**src/fcl_defs.svh**
```systemverilog
`ifndef FCL_DEFS_SVH
`define FCL_DEFS_SVH

// core clock and strap window timing
`define FCL_CLK_KHZ 125000
`define FCL_STRAP_TIME_US 2000
`define FCL_STRAP_CYCLES ((`FCL_STRAP_TIME_US * `FCL_CLK_KHZ) / 1000)

// fixed output frequencies in kHz
`define FCL_REF_KHZ 14318
`define FCL_USB_KHZ 48000
`define FCL_USB_HALF_KHZ 24000

// pin-selected processor and bus frequencies in kHz
`define FCL_PROC_SEL3_KHZ 133300
`define FCL_PROC_SEL2_KHZ 105000
`define FCL_PROC_SEL1_KHZ 100000
`define FCL_PROC_SEL0_KHZ 66800
`define FCL_BUS_SEL2_KHZ 35000
`define FCL_BUS_STD_KHZ 33300

// serial frequency table
`define FCL_TABLE_DEPTH 32
`define FCL_SEL_W 5
`define FCL_MAX_KHZ 155000
`define FCL_RAMP_BASE_KHZ 100000
`define FCL_RAMP_STEP_KHZ 2000
`define FCL_RAMP_FIRST 4
`define FCL_BUS_SHIFT 2

// waveform synthesis
`define FCL_PHASE_W 32
`define FCL_KHZ_W 18
`define FCL_NCO_CHANNELS 5
`define FCL_BUS_COPIES 7

`endif

```
**src/fcl_pkg.sv**
```systemverilog
`include "fcl_defs.svh"

package fcl_pkg;

  typedef logic [`FCL_KHZ_W-1:0] fcl_khz_t;
  typedef logic [`FCL_PHASE_W-1:0] fcl_phase_t;
  typedef logic [`FCL_SEL_W-1:0] fcl_sel_t;

  typedef struct packed {
    fcl_khz_t procKhz;
    fcl_khz_t busKhz;
    fcl_phase_t busInc;
  } fcl_entry_t;

  typedef struct packed {
    fcl_sel_t sel;
    logic fromSerial;
    fcl_khz_t procKhz;
    fcl_khz_t busKhz;
  } fcl_pll_cfg_t;

  typedef struct packed {
    logic valid;
    logic override;
    fcl_sel_t sel;
  } fcl_serial_cmd_t;

  typedef enum logic [0:0] {
    FCL_SAMPLE,
    FCL_RUN
  } fcl_state_t;

  // phase step per core clock for a wave of the given frequency
  function automatic fcl_phase_t fcl_inc(input fcl_khz_t khz);
    logic [63:0] wide;
    wide = ({46'h0, khz} << `FCL_PHASE_W) / 64'(`FCL_CLK_KHZ);
    return wide[`FCL_PHASE_W-1:0];
  endfunction

endpackage

```
**src/fcl_freq_rom.sv**
```systemverilog
`timescale 1ns/1ps
`include "fcl_defs.svh"

module fcl_freq_rom
  import fcl_pkg::*;
(
  // clock and control
  input wire logic clk,
  input wire logic rst_b,
  input wire logic ce,
  // lookup
  input wire fcl_sel_t addr,
  output fcl_entry_t rdData
);

  function automatic fcl_entry_t entryOf(input int idx);
    fcl_entry_t e;
    int proc;
    int bus;
    proc = `FCL_RAMP_BASE_KHZ + (idx - `FCL_RAMP_FIRST) * `FCL_RAMP_STEP_KHZ;
    bus = proc >> `FCL_BUS_SHIFT;
    case (idx)
      0: begin
        proc = `FCL_PROC_SEL0_KHZ;
        bus = `FCL_BUS_STD_KHZ;
      end
      1: begin
        proc = `FCL_PROC_SEL1_KHZ;
        bus = `FCL_BUS_STD_KHZ;
      end
      2: begin
        proc = `FCL_PROC_SEL2_KHZ;
        bus = `FCL_BUS_SEL2_KHZ;
      end
      3: begin
        proc = `FCL_PROC_SEL3_KHZ;
        bus = `FCL_BUS_STD_KHZ;
      end
      `FCL_TABLE_DEPTH - 1: begin
        proc = `FCL_MAX_KHZ;
        bus = `FCL_MAX_KHZ >> `FCL_BUS_SHIFT;
      end
      default: begin
      end
    endcase
    e.procKhz = `FCL_KHZ_W'(proc);
    e.busKhz = `FCL_KHZ_W'(bus);
    e.busInc = fcl_inc(`FCL_KHZ_W'(bus));
    return e;
  endfunction

  fcl_entry_t romTable [`FCL_TABLE_DEPTH];

  genvar g;
  generate
    for (g = 0; g < `FCL_TABLE_DEPTH; g++) begin : gEntry
      assign romTable[g] = entryOf(g);
    end
  endgenerate

  always_ff @(posedge clk) begin
    if (!rst_b) begin
      rdData <= '0;
    end else if (ce) begin
      rdData <= romTable[addr];
    end
  end

endmodule

```
**src/fcl_clock_select.sv**
```systemverilog
`timescale 1ns/1ps
`include "fcl_defs.svh"

module fcl_clock_select
  import fcl_pkg::*;
#(
  parameter logic [`FCL_KHZ_W-1:0] STRAP_CYCLES = `FCL_KHZ_W'(`FCL_STRAP_CYCLES)
) (
  // clock, power-on reset, enable
  input wire logic clk,
  input wire logic rst_b,
  input wire logic ce,
  // select pin and serial settings
  input wire logic freqSelectLow,
  input wire fcl_serial_cmd_t serialCmd,
  // usb-rate pin, doubles as high select strap
  input wire logic usbRatePinIn,
  output logic usbRateOut,
  output logic usbRateOeN,
  // doubled-reference pin, doubles as usb-rate strap
  input wire logic refPinIn,
  output logic doubledReferenceOut,
  output logic doubledReferenceOeN,
  // clock outputs
  output fcl_pll_cfg_t processorClockCfg,
  output logic [`FCL_BUS_COPIES-1:0] busClockOut,
  output logic interruptCtrlClockOut,
  output logic usbClockOut,
  output logic strapsLatched
);

  localparam fcl_phase_t INC_REF = fcl_inc(`FCL_KHZ_W'(`FCL_REF_KHZ));
  localparam fcl_phase_t INC_USB = fcl_inc(`FCL_KHZ_W'(`FCL_USB_KHZ));
  localparam fcl_phase_t INC_USB_HALF = fcl_inc(`FCL_KHZ_W'(`FCL_USB_HALF_KHZ));
  localparam logic [`FCL_KHZ_W-1:0] KHZ_SEL3 = `FCL_KHZ_W'(`FCL_PROC_SEL3_KHZ);
  localparam logic [`FCL_KHZ_W-1:0] KHZ_SEL2 = `FCL_KHZ_W'(`FCL_PROC_SEL2_KHZ);
  localparam logic [`FCL_KHZ_W-1:0] KHZ_SEL1 = `FCL_KHZ_W'(`FCL_PROC_SEL1_KHZ);
  localparam logic [`FCL_KHZ_W-1:0] KHZ_SEL0 = `FCL_KHZ_W'(`FCL_PROC_SEL0_KHZ);
  localparam logic [`FCL_KHZ_W-1:0] KHZ_BUS2 = `FCL_KHZ_W'(`FCL_BUS_SEL2_KHZ);
  localparam logic [`FCL_KHZ_W-1:0] KHZ_BUS_STD = `FCL_KHZ_W'(`FCL_BUS_STD_KHZ);
  localparam logic [`FCL_KHZ_W-1:0] KHZ_MAX = `FCL_KHZ_W'(`FCL_MAX_KHZ);

  // pins: two-stage synchronisers, stage one read only by stage two
  logic [2:0] pinMeta;
  logic [2:0] pinSync;
  wire logic [2:0] pinRaw = {freqSelectLow, usbRatePinIn, refPinIn};
  wire logic fsLowSync = pinSync[2];
  wire logic usbPinSync = pinSync[1];
  wire logic refPinSync = pinSync[0];

  always_ff @(posedge clk) begin
    if (!rst_b) begin
      pinMeta <= 3'h0;
      pinSync <= 3'h0;
    end else if (ce) begin
      pinMeta <= pinRaw;
      pinSync <= pinMeta;
    end
  end

  // strap window
  fcl_state_t state;
  fcl_state_t next_state;
  logic [`FCL_KHZ_W-1:0] timer;
  logic freqSelectHigh;
  logic usbRateStrapN;
  wire logic timerDone = (timer == STRAP_CYCLES - `FCL_KHZ_W'(1));
  wire logic [`FCL_KHZ_W-1:0] next_timer = timerDone ? timer : timer + `FCL_KHZ_W'(1);
  wire logic latchNow = (state == FCL_SAMPLE) && timerDone;
  wire logic running = (state == FCL_RUN);

  always_comb begin
    next_state = state;
    case (state)
      FCL_SAMPLE: begin
        if (timerDone) begin
          next_state = FCL_RUN;
        end
      end
      FCL_RUN: next_state = FCL_RUN;
      default: next_state = FCL_SAMPLE;
    endcase
  end

  // timer starts at reset release and parks at terminal count
  always_ff @(posedge clk) begin
    if (!rst_b) begin
      state <= FCL_SAMPLE;
      timer <= '0;
    end else if (ce) begin
      state <= next_state;
      timer <= next_timer;
    end
  end

  // straps captured once; only power-on reset clears them
  always_ff @(posedge clk) begin
    if (!rst_b) begin
      freqSelectHigh <= 1'b0;
      usbRateStrapN <= 1'b0;
      strapsLatched <= 1'b0;
    end else if (ce && latchNow) begin
      freqSelectHigh <= usbPinSync;
      usbRateStrapN <= refPinSync;
      strapsLatched <= 1'b1;
    end
  end

  // pins float until the straps are in, so the resistors set the level
  always_ff @(posedge clk) begin
    if (!rst_b) begin
      usbRateOeN <= 1'b1;
      doubledReferenceOeN <= 1'b1;
    end else if (ce && latchNow) begin
      usbRateOeN <= 1'b0;
      doubledReferenceOeN <= 1'b0;
    end
  end

  // serial override stays until a command releases it
  logic overrideEn;
  fcl_sel_t overrideSel;

  always_ff @(posedge clk) begin
    if (!rst_b) begin
      overrideEn <= 1'b0;
      overrideSel <= '0;
    end else if (ce && serialCmd.valid) begin
      overrideEn <= serialCmd.override;
      overrideSel <= serialCmd.sel;
    end
  end

  wire logic [1:0] pinCode = {freqSelectHigh, fsLowSync};
  wire fcl_sel_t selIdx = overrideEn ? overrideSel : {3'h0, pinCode};

  fcl_entry_t romWord;
  fcl_sel_t selIdxQ;
  logic overrideQ;
  // the word read on the latch edge still holds the pre-strap select,
  // so loads wait one cycle rather than hand the pll a wrong setting
  logic cfgLive;

  fcl_freq_rom uRom (
    .clk(clk),
    .rst_b(rst_b),
    .ce(ce),
    .addr(selIdx),
    .rdData(romWord)
  );

  always_ff @(posedge clk) begin
    if (!rst_b) begin
      selIdxQ <= '0;
      overrideQ <= 1'b0;
      cfgLive <= 1'b0;
    end else if (ce) begin
      selIdxQ <= selIdx;
      overrideQ <= overrideEn;
      cfgLive <= running;
    end
  end

  // processor setting held at zero until the high select strap is known
  fcl_phase_t busInc;
  wire logic busRestart = cfgLive && (romWord.busInc != busInc);

  always_ff @(posedge clk) begin
    if (!rst_b) begin
      processorClockCfg <= '0;
      busInc <= '0;
    end else if (ce && cfgLive) begin
      processorClockCfg.sel <= selIdxQ;
      processorClockCfg.fromSerial <= overrideQ;
      processorClockCfg.procKhz <= romWord.procKhz;
      processorClockCfg.busKhz <= romWord.busKhz;
      busInc <= romWord.busInc;
    end
  end

  // waveform channels: bus, interrupt ctrl, usb, usb-rate, doubled ref
  // edges jitter by one core period since the phase step is not integral
  fcl_phase_t chanInc [`FCL_NCO_CHANNELS];
  fcl_phase_t phaseOf [`FCL_NCO_CHANNELS];
  logic [`FCL_NCO_CHANNELS-1:0] waveBit;

  assign chanInc[0] = busInc;
  assign chanInc[1] = INC_REF;
  assign chanInc[2] = INC_USB;
  assign chanInc[3] = !running ? '0 : (usbRateStrapN ? INC_USB_HALF : INC_USB);
  assign chanInc[4] = running ? INC_REF : '0;

  genvar g;
  generate
    for (g = 0; g < `FCL_NCO_CHANNELS; g++) begin : gNco
      fcl_phase_t acc;
      wire logic restart = (g == 0) && busRestart;
      always_ff @(posedge clk) begin
        if (!rst_b) begin
          acc <= '0;
        end else if (ce) begin
          acc <= restart ? '0 : acc + chanInc[g];
        end
      end
      assign phaseOf[g] = acc;
      assign waveBit[g] = acc[`FCL_PHASE_W-1];
    end
  endgenerate

  assign busClockOut = {`FCL_BUS_COPIES{waveBit[0]}};
  assign interruptCtrlClockOut = waveBit[1];
  assign usbClockOut = waveBit[2];
  assign usbRateOut = waveBit[3];
  assign doubledReferenceOut = waveBit[4];

  chk_strap_float: assert property (@(posedge clk) disable iff (!rst_b)
    state == FCL_SAMPLE |-> usbRateOeN && doubledReferenceOeN)
    else $error("dual pin driven during strap window");

  chk_window_end: assert property (@(posedge clk) disable iff (!rst_b)
    ce && latchNow |=> running && !usbRateOeN && !doubledReferenceOeN && strapsLatched)
    else $error("strap window did not close on terminal count");

  chk_window_length: assert property (@(posedge clk) disable iff (!rst_b)
    running |-> timer == STRAP_CYCLES - `FCL_KHZ_W'(1))
    else $error("left strap window before terminal count");

  chk_straps_frozen: assert property (@(posedge clk) disable iff (!rst_b)
    running && $past(running) |-> $stable(freqSelectHigh) && $stable(usbRateStrapN))
    else $error("latched strap changed after window");

  chk_strap_capture: assert property (@(posedge clk) disable iff (!rst_b)
    ce && latchNow |=> usbRateStrapN == $past(refPinSync) && freqSelectHigh == $past(usbPinSync))
    else $error("strap latch took wrong level");

  chk_rate_pick: assert property (@(posedge clk) disable iff (!rst_b)
    ce && rst_b && running |=>
    phaseOf[3] == $past(phaseOf[3]) + (usbRateStrapN ? INC_USB_HALF : INC_USB))
    else $error("usb-rate pin at wrong frequency");

  chk_pin_top: assert property (@(posedge clk) disable iff (!rst_b)
    (ce && running && !overrideEn && pinCode == 2'h3) [*3] |->
    processorClockCfg.procKhz == KHZ_SEL3 && !processorClockCfg.fromSerial)
    else $error("select 11 not decoded");

  chk_pin_mid: assert property (@(posedge clk) disable iff (!rst_b)
    (ce && running && !overrideEn && pinCode == 2'h2) [*3] |->
    processorClockCfg.procKhz == KHZ_SEL2 && processorClockCfg.busKhz == KHZ_BUS2)
    else $error("select 10 not decoded");

  chk_pin_low: assert property (@(posedge clk) disable iff (!rst_b)
    (ce && running && !overrideEn && pinCode == 2'h0) [*3] |->
    processorClockCfg.procKhz == KHZ_SEL0)
    else $error("select 00 not decoded");

  chk_serial_max: assert property (@(posedge clk) disable iff (!rst_b)
    (ce && running && overrideEn && overrideSel == 5'h1F) [*3] |->
    processorClockCfg.procKhz == KHZ_MAX && processorClockCfg.fromSerial)
    else $error("serial top setting not applied");

  chk_bus_restart: assert property (@(posedge clk) disable iff (!rst_b)
    $changed(busInc) |-> phaseOf[0] == '0)
    else $error("bus clocks not restarted with processor change");

  // steps are only checked from an edge that was itself out of reset
  chk_int_fixed: assert property (@(posedge clk) disable iff (!rst_b)
    ce && rst_b |=> phaseOf[1] == $past(phaseOf[1]) + INC_REF)
    else $error("interrupt clock step wrong");

  chk_usb_fixed: assert property (@(posedge clk) disable iff (!rst_b)
    ce && rst_b |=> phaseOf[2] == $past(phaseOf[2]) + INC_USB)
    else $error("usb clock step wrong");

  chk_ref_step: assert property (@(posedge clk) disable iff (!rst_b)
    ce && rst_b && running |=> phaseOf[4] == $past(phaseOf[4]) + INC_REF)
    else $error("doubled reference step wrong");

  chk_pins_quiet: assert property (@(posedge clk) disable iff (!rst_b)
    !running |-> !usbRateOut && !doubledReferenceOut)
    else $error("dual pin toggled during strap window");

  chk_cfg_zero: assert property (@(posedge clk) disable iff (!rst_b)
    !running |-> processorClockCfg == '0 && busClockOut == '0)
    else $error("pll setting given before straps");

  chk_pin_one: assert property (@(posedge clk) disable iff (!rst_b)
    (ce && running && !overrideEn && pinCode == 2'h1) [*3] |->
    processorClockCfg.procKhz == KHZ_SEL1 && processorClockCfg.busKhz == KHZ_BUS_STD)
    else $error("select 01 not decoded");

  chk_serial_sel: assert property (@(posedge clk) disable iff (!rst_b)
    (ce && running && overrideEn) [*3] |->
    processorClockCfg.sel == $past(overrideSel, 2) && processorClockCfg.fromSerial)
    else $error("serial setting not applied");

endmodule

```
**config.mk**
```make
export PLATFORM = sky130hd
export DESIGN_NAME = fcl_clock_select
export DESIGN_NICKNAME = d
export VERILOG_FILES = /design/src/fcl_pkg.sv /design/src/fcl_freq_rom.sv /design/src/fcl_clock_select.sv
export VERILOG_INCLUDE_DIRS = /design/src
export SDC_FILE = /design/constraint.sdc
export NUM_CORES = 1
export LEC_CHECK = 0
export BUFFER_PORTS_ARGS = -buffer_cell sky130_fd_sc_hd__buf_2
export CAP_MARGIN = 20
export CORE_UTILIZATION = 50
export CTS_CLUSTER_DIAMETER = 200
export DETAILED_ROUTE_END_ITERATION = 12
export GPL_TIMING_DRIVEN = 0
export PLACE_DENSITY = 0.72
export SLEW_MARGIN = 5
export SYNTH_ARGS = -nofsm -noshare
export SYNTH_HDL_FRONTEND = slang
export SYNTH_SLANG_ARGS = --single-unit
```
**constraint.sdc**
```tcl
create_clock -name clk -period 8.1 [get_ports clk]
set_input_delay 1.215 -clock clk [delete_from_list [all_inputs] [get_ports clk]]
set_output_delay 1.215 -clock clk [all_outputs]
set_load 0.05 [all_outputs]
```
==> metrics.txt, run 1 <==
Routed WL=60900 um; DR pass1 iterations=9; Place WS=around 3600 ps; average cell area after synthesis=between 7 and 8 um^2; largest net degree at the start of global routing=15; Worst Skew=roughly 25 ps; fmax=roughly 220 MHz; grt ovf=0; first-pass GRT wire length=about 94000 um; final worst slack=about 3600 ps; count of flip-flops with a built-in enable after synthesis=0; Clock Pin Slew Worst Setup and Hold Paths=60 ps; peak supply drop=~0.17 mV; R2R setup slack=roughly 3600 ps; Rel. slew slack=between 10% and 20%; TritonCTS buffer count=37; clock root cell=clkbuf_16; Worst EP arrival=around 5000 ps; Hold Path Depth=2; failing checks=DRC; Worst EP required=~8500 ps; wire per inst=20.5 um; Finished Core Util=a little under three fifths; leakage=slightly above 8 nW; post-route setup TNS=0 ps; PwrDens=about 190 nW/um^2; final hold slack=451 ps; io pins=69; Post-CTS Setup Bufs=0; Setup CP Type=register to register; RSZ-0062 raised after global routing=false; H-tree levels=2; Die X=between 150 and 200 um; Syn-to-layout area delta=12.3%; GR Util All Layers=a little under a third; most frequent cells in the layout=331 x nand2_1, 322 x dfxtp_1, 274 x nor2_1; cell area after synthesis=approximately 18000 um^2; clock insertion delay at the later pin of the skew report=roughly 560 ps; GP Congestion=between 1 and 1.5; nets@finish=2564; CP Capture Type=register; Seq/Total Area, Yosys=about a third; share of cells above drive strength 1=7.76%; Yosys reg bits=around 320; hold buffers post-CTS=0; Post-CTS Resized=0; die area=37400 um^2; Hold Path Sink=processorClockCfg[1]; Starting Density=between 50 and 60%; Worst R2R Start=running; core area=35800 um^2; Worst R2R Path Depth=15; fin area=about 21000 um^2; Post-Syn Instances=between 2000 and 2500; period utilisation layout=a little under three fifths; Distinct cells, synth=88; hold_sp=processorClockCfg[1]; # rows=69; Iter 0 DRT Violations=between 1500 and 2000; synth warn=0; Tightest Pin Transition=around 1200 ps; drt drc=2; clk sink count=322; max-cap violations=0; Tmin final=roughly 4500 ps; CTS tree=built; Post-synth ARST share=0%; vias in the first global route=16802; Port-buffer cells=between 60 and 70; CP Max Fanout=12; most common cell after layout, fill and taps aside=nand2_1; R2R Path End=gNco[3].acc[30]; Startpoint Class=register; Vias/cell=6.02; placed wire-length estimate=44100 um; final hold viol count=0; clk buf depth=3; max-slew violation count=0; DR vias=roughly 18000; setup violators final=0; placed instance area=roughly 19000 um^2; status=complete, but fails checks; Worst Hold Class=register to register; antenna violations before repair=7; Final ANT Viol Nets=0; Die Y=roughly 190 um; predominant post-synthesis flop cell=dfxtp_1
[cells in the mapped netlist (13+ instances only)]
cell type	n	area, um^2
nand4_1	23	144
buf_1	25	93.8
o21ai_0	134	671
nor2_1	274	1030
nor3_1	24	120
a211oi_1	28	210
a31oi_1	36	225
a21o_1	24	180
nand3_1	76	380
and2_1	18	113
buf_2	13	65.1
dfxtp_1	322	6450
xnor2_1	88	771
buf_4	18	135
or3_1	24	150
a21oi_1	258	1290
nand2b_1	26	163
nand2_1	331	1240
clkbuf_1	117	439
xor2_1	94	823
inv_1	32	120
mux2i_1	42	420
and3_1	22	138
ha_1	77	963
o211ai_1	19	143
[metal layers]
metal | global-route usage [%] | vias up | share of wire (%)
met5 | 0 | - | 0.085
met4 | 12.3 | 8 | 3.3
met3 | 6.66 | 134 | 8.7
met2 | 48.8 | 706 | 43
met1 | 44.1 | 8459 | 45
li1 | - | 8526 | -
[critical path, cell delays in order, from the launching register on]
cell and delay [ps]:
dfxtp_1 750, buf_16 230, buf_4 200, and2b_1 190, clkbuf_1 440, and2_1 240
ha_1 170, a31oi_1 120, o2bb2ai_1 180, o311a_2 450, o21bai_1 350, a31oi_1 280
o21ai_1 340, mux2i_1 260, xnor2_1 140, nor2_1 60
[flip-flops by register name, indices dropped and copies added (netlist names)]
register / cells
timer: 18
usbRateStrapN: 1
cfgLive: 1
strapsLatched: 1
doubledReferenceOeN: 1
uRom.rdData: 57
freqSelectHigh: 1
overrideQ: 1
gNco.acc: 160
running: 1
selIdxQ: 5
pinSync: 3
processorClockCfg: 33
overrideSel: 5
overrideEn: 1
busInc: 30
pinMeta: 3
[logic make-up after synthesis]
| kind of cell | synth area share, % |
|---|---|
| DFF | 35.2 |
| AOI/OAI and AO/OA | 21.8 |
| xor gates and xnor gates | 8.71 |
| muxes | 2.30 |
| other | 0.0205 |
| buffers and inverters | 4.77 |
| adders and majority gates | 5.49 |
| and+or+nand+nor | 21.7 |
[final cells by class]
type / count / area (um^2)
antenna: 2 / 5.00
buffer: 175 / 749
clock buffer: 49 / 1080
clock inverter: 18 / 210
fill: 3315 / 15300
inverter: 33 / 124
multi-input combinational: 1839 / 11000
sequential: 322 / 6450
tap: 461 / 577
timing repair buffer: 65 / 350
[worst max-delay path by stage]
| stage | startpoint | endpoint | slack, ps | cells after the start |
|---|---|---|---|---|
| global route | running | gNco[3].acc[28] | 3300 | 15 |
| global placement | running | gNco[3].acc[30] | 3250 | 14 |
| floorplan | running | gNco[3].acc[28] | 4470 | 14 |
| CTS | running | gNco[3].acc[30] | 3620 | 15 |
| finish | running | gNco[3].acc[30] | 3580 | 15 |
| detailed placement | running | gNco[3].acc[30] | 3640 | 15 |
[report_power, final]
group | total (mW) | switching (mW) | internal (mW)
sequential | 1.70 | 0.0585 | 1.64
clock | 1.78 | 0.707 | 1.07
combinational | 0.338 | 0.225 | 0.114
total | 3.82 | 0.990 | 2.83
[through the flow]
stage                     power [mW]  instances
after CTS                       3.83       2962
after global routing            3.93       2963
final                           3.82       2964
after global placement          2.06       2893
after floorplan                 1.95       2369
after detailed placement        2.06       2895
No activity file was read; power rests on OpenSTA's default activity.
==> inputs of run 2 (changes only) <==
==> constraint.sdc (replaced) <==
create_clock -name clk -period 4.6 [get_ports clk]
set_input_delay 0.69 -clock clk [delete_from_list [all_inputs] [get_ports clk]]
set_output_delay 0.69 -clock clk [all_outputs]
set_load 0.05 [all_outputs]
==> metrics.txt, run 2 (synthesized netlist as in run 1, its figures left out) <==
Worst R2R Start=running; core area=35800 um^2 (unchanged); cell family with most CP delay=compound AO/OA/AOI/OAI gates; DR pass1 iterations=10 (+1); GP Congestion=1.01 (unchanged); placed instance area=19200 um^2 (unchanged); max FFs per register=160 (unchanged); share of cells above drive strength 1=7.80% (+0.040 points); clk buf depth=3 (unchanged); period utilisation layout=93.7% (+38 points); Worst EP arrival=4740 ps (-210 ps); leakage=8.16 nW (about the same); Setup CP Type=register to register; fmax=232 MHz (+5.0%); # rows=69 (unchanged); Worst EP required=5030 ps (-3500 ps); H-tree levels=2 (unchanged); CP most frequent cell=a31oi_1; Worst R2R Path Depth=15 (unchanged); Syn-to-layout area delta=12.3% (about the same); Cells after DPL=2895 (unchanged); Fillers=3317 (+0.060%); failing checks=DRC; RSZ-0062 raised after global routing=false; Worst Setup EP=gNco[3].acc[30]; setup violators final=0 (unchanged); vias in the first global route=16802 (unchanged); Starting Density=51.1% (unchanged); first-pass GRT wire length=94000 um (unchanged); die area=37400 um^2 (unchanged); fin area=20500 um^2 (about the same); TritonCTS buffer count=37 (unchanged); clock insertion delay at the later pin of the skew report=560 ps (about the same); Worst Skew=24.9 ps (+0.0731 ps); Startpoint Class=register; Die X=193 um (unchanged); wire per inst=20.5 um (-0.19%); Clock Pin Slew Worst Setup and Hold Paths=60 ps (about the same); nets@finish=2564 (unchanged); Tightest Pin Transition=1210 ps (+0.256 ps); most frequent cells in the layout=331 x nand2_1, 321 x dfxtp_1, 274 x nor2_1; Die Y=193 um (unchanged); peak supply drop=0.299 mV (+76%); Finished Core Util=57.4% (about the same); Vias/cell=5.99 (-0.41%); drt drc=2 (unchanged); Rel. slew slack=19.0% (about the same); crit path cell chain=buf_16 > buf_4 > and2b_1 > clkbuf_1 > and2_1 > ha_1 > a31oi_1 > o2bb2ai_1 > o311a_2 > o21bai_1 > a31oi_1 > o21ai_1 > mux2i_1 > xnor2_1 > nor2_1; Routed WL=60800 um (-0.16%); status=complete, but fails checks; Iter 0 DRT Violations=1513 (+0.20%); grt ovf=0 (unchanged); R2R setup slack=290 ps (-3280 ps); Top Registers=gNco.acc: 160 flops, uRom.rdData: 57 flops, processorClockCfg: 33 flops; Worst Hold Class=input port to register; multi-input logic area=11000 um^2 (unchanged); final worst slack=292 ps (-3280 ps); most common cell after layout, fill and taps aside=nand2_1; critical path depth in cells=15 (unchanged); largest net degree at the start of global routing=15 (unchanged); CP Capture Type=register; placed wire-length estimate=44100 um (unchanged); Port-buffer cells=63 (unchanged); CTS tree=built; R2R Path End=gNco[3].acc[30]; Final ANT Viol Nets=0 (unchanged); io pins=69 (unchanged); clock root cell=clkbuf_16; post-route setup TNS=0 ps (unchanged); Buf/Inv on CP=3 (unchanged); max-cap violations=0 (unchanged); CP max stage delay=550 ps (-200 ps); clk sink count=322 (unchanged); final cell count without fillers=2965 (+0.034%); Slowest-stage cell, CP=dfxtp_2; PwrDens=327 nW/um^2 (+76%); max-slew violation count=0 (unchanged); Register Area=6450 um^2 (about the same); hold buffers post-CTS=0 (unchanged); antenna violations before repair=7 (unchanged); Worst Setup SP=running; DR vias=17766 (-0.38%); Tmin final=4310 ps (-216 ps); GR Util All Layers=32.0% (unchanged); final hold viol count=0 (unchanged); CP Max Fanout=12 (unchanged); most flop-heavy register=gNco.acc; Place WS=139 ps (-3500 ps)
-- run 2: layout make-up --
class                      count  share of cell area [%]
antenna                        3                  0.0365
tap                          461                    2.81
timing repair buffer          65                    1.70
multi-input combinational   1839                    53.5
inverter                      33                   0.603
clock inverter                18                    1.02
clock buffer                  49                    5.27
sequential                   322                    31.4
buffer                       175                    3.65
-- run 2: how the worst min path moves through the flow --
stage	startpoint	to	slack, ps	cells after the start
after floorplan	uRom.rdData[53]	processorClockCfg[21]	430	2
after global placement	overrideQ	processorClockCfg[36]	440	2
after detailed placement	overrideQ	processorClockCfg[36]	440	2
after CTS	refPinIn	pinMeta[0]	370	3
after global routing	freqSelectLow	pinMeta[2]	400	3
final	freqSelectLow	pinMeta[2]	380	3
-- run 2: through the flow --
stage,hold WS (ps),power [mW]
after floorplan,428,3.43
after global placement,442,3.62
after detailed placement,443,3.63
after CTS,366,6.74
after global routing,400,6.93
final,382,6.73
-- run 2: worst min-delay path, stage by stage --
cell	delay (ps)
buf_2	70
mux2i_1	50
nor2_1	70
-- run 2: report_power, final --
group	switching, mW	leakage [nW]	internal (mW)
sequential	0.104	2.62	2.89
clock	1.25	0.639	1.89
combinational	0.394	4.89	0.200
-- run 2: repair_timing --
action	4_1_cts	5_1_grt
setup buffers	0	0
setup endpoints to repair	0	4
gates resized for setup	0	1
-- run 2: per-layer routing --
| layer | vias up | share of wire, % | global-route usage (%) |
|---|---|---|---|
| met2 | 690 | 43 | 48.8 |
| met3 | 124 | 9.2 | 6.66 |
| met1 | 8438 | 44 | 44.1 |
| met4 | 8 | 3.2 | 12.3 |
| li1 | 8506 | - | - |
| met5 | - | 0.086 | 0 |
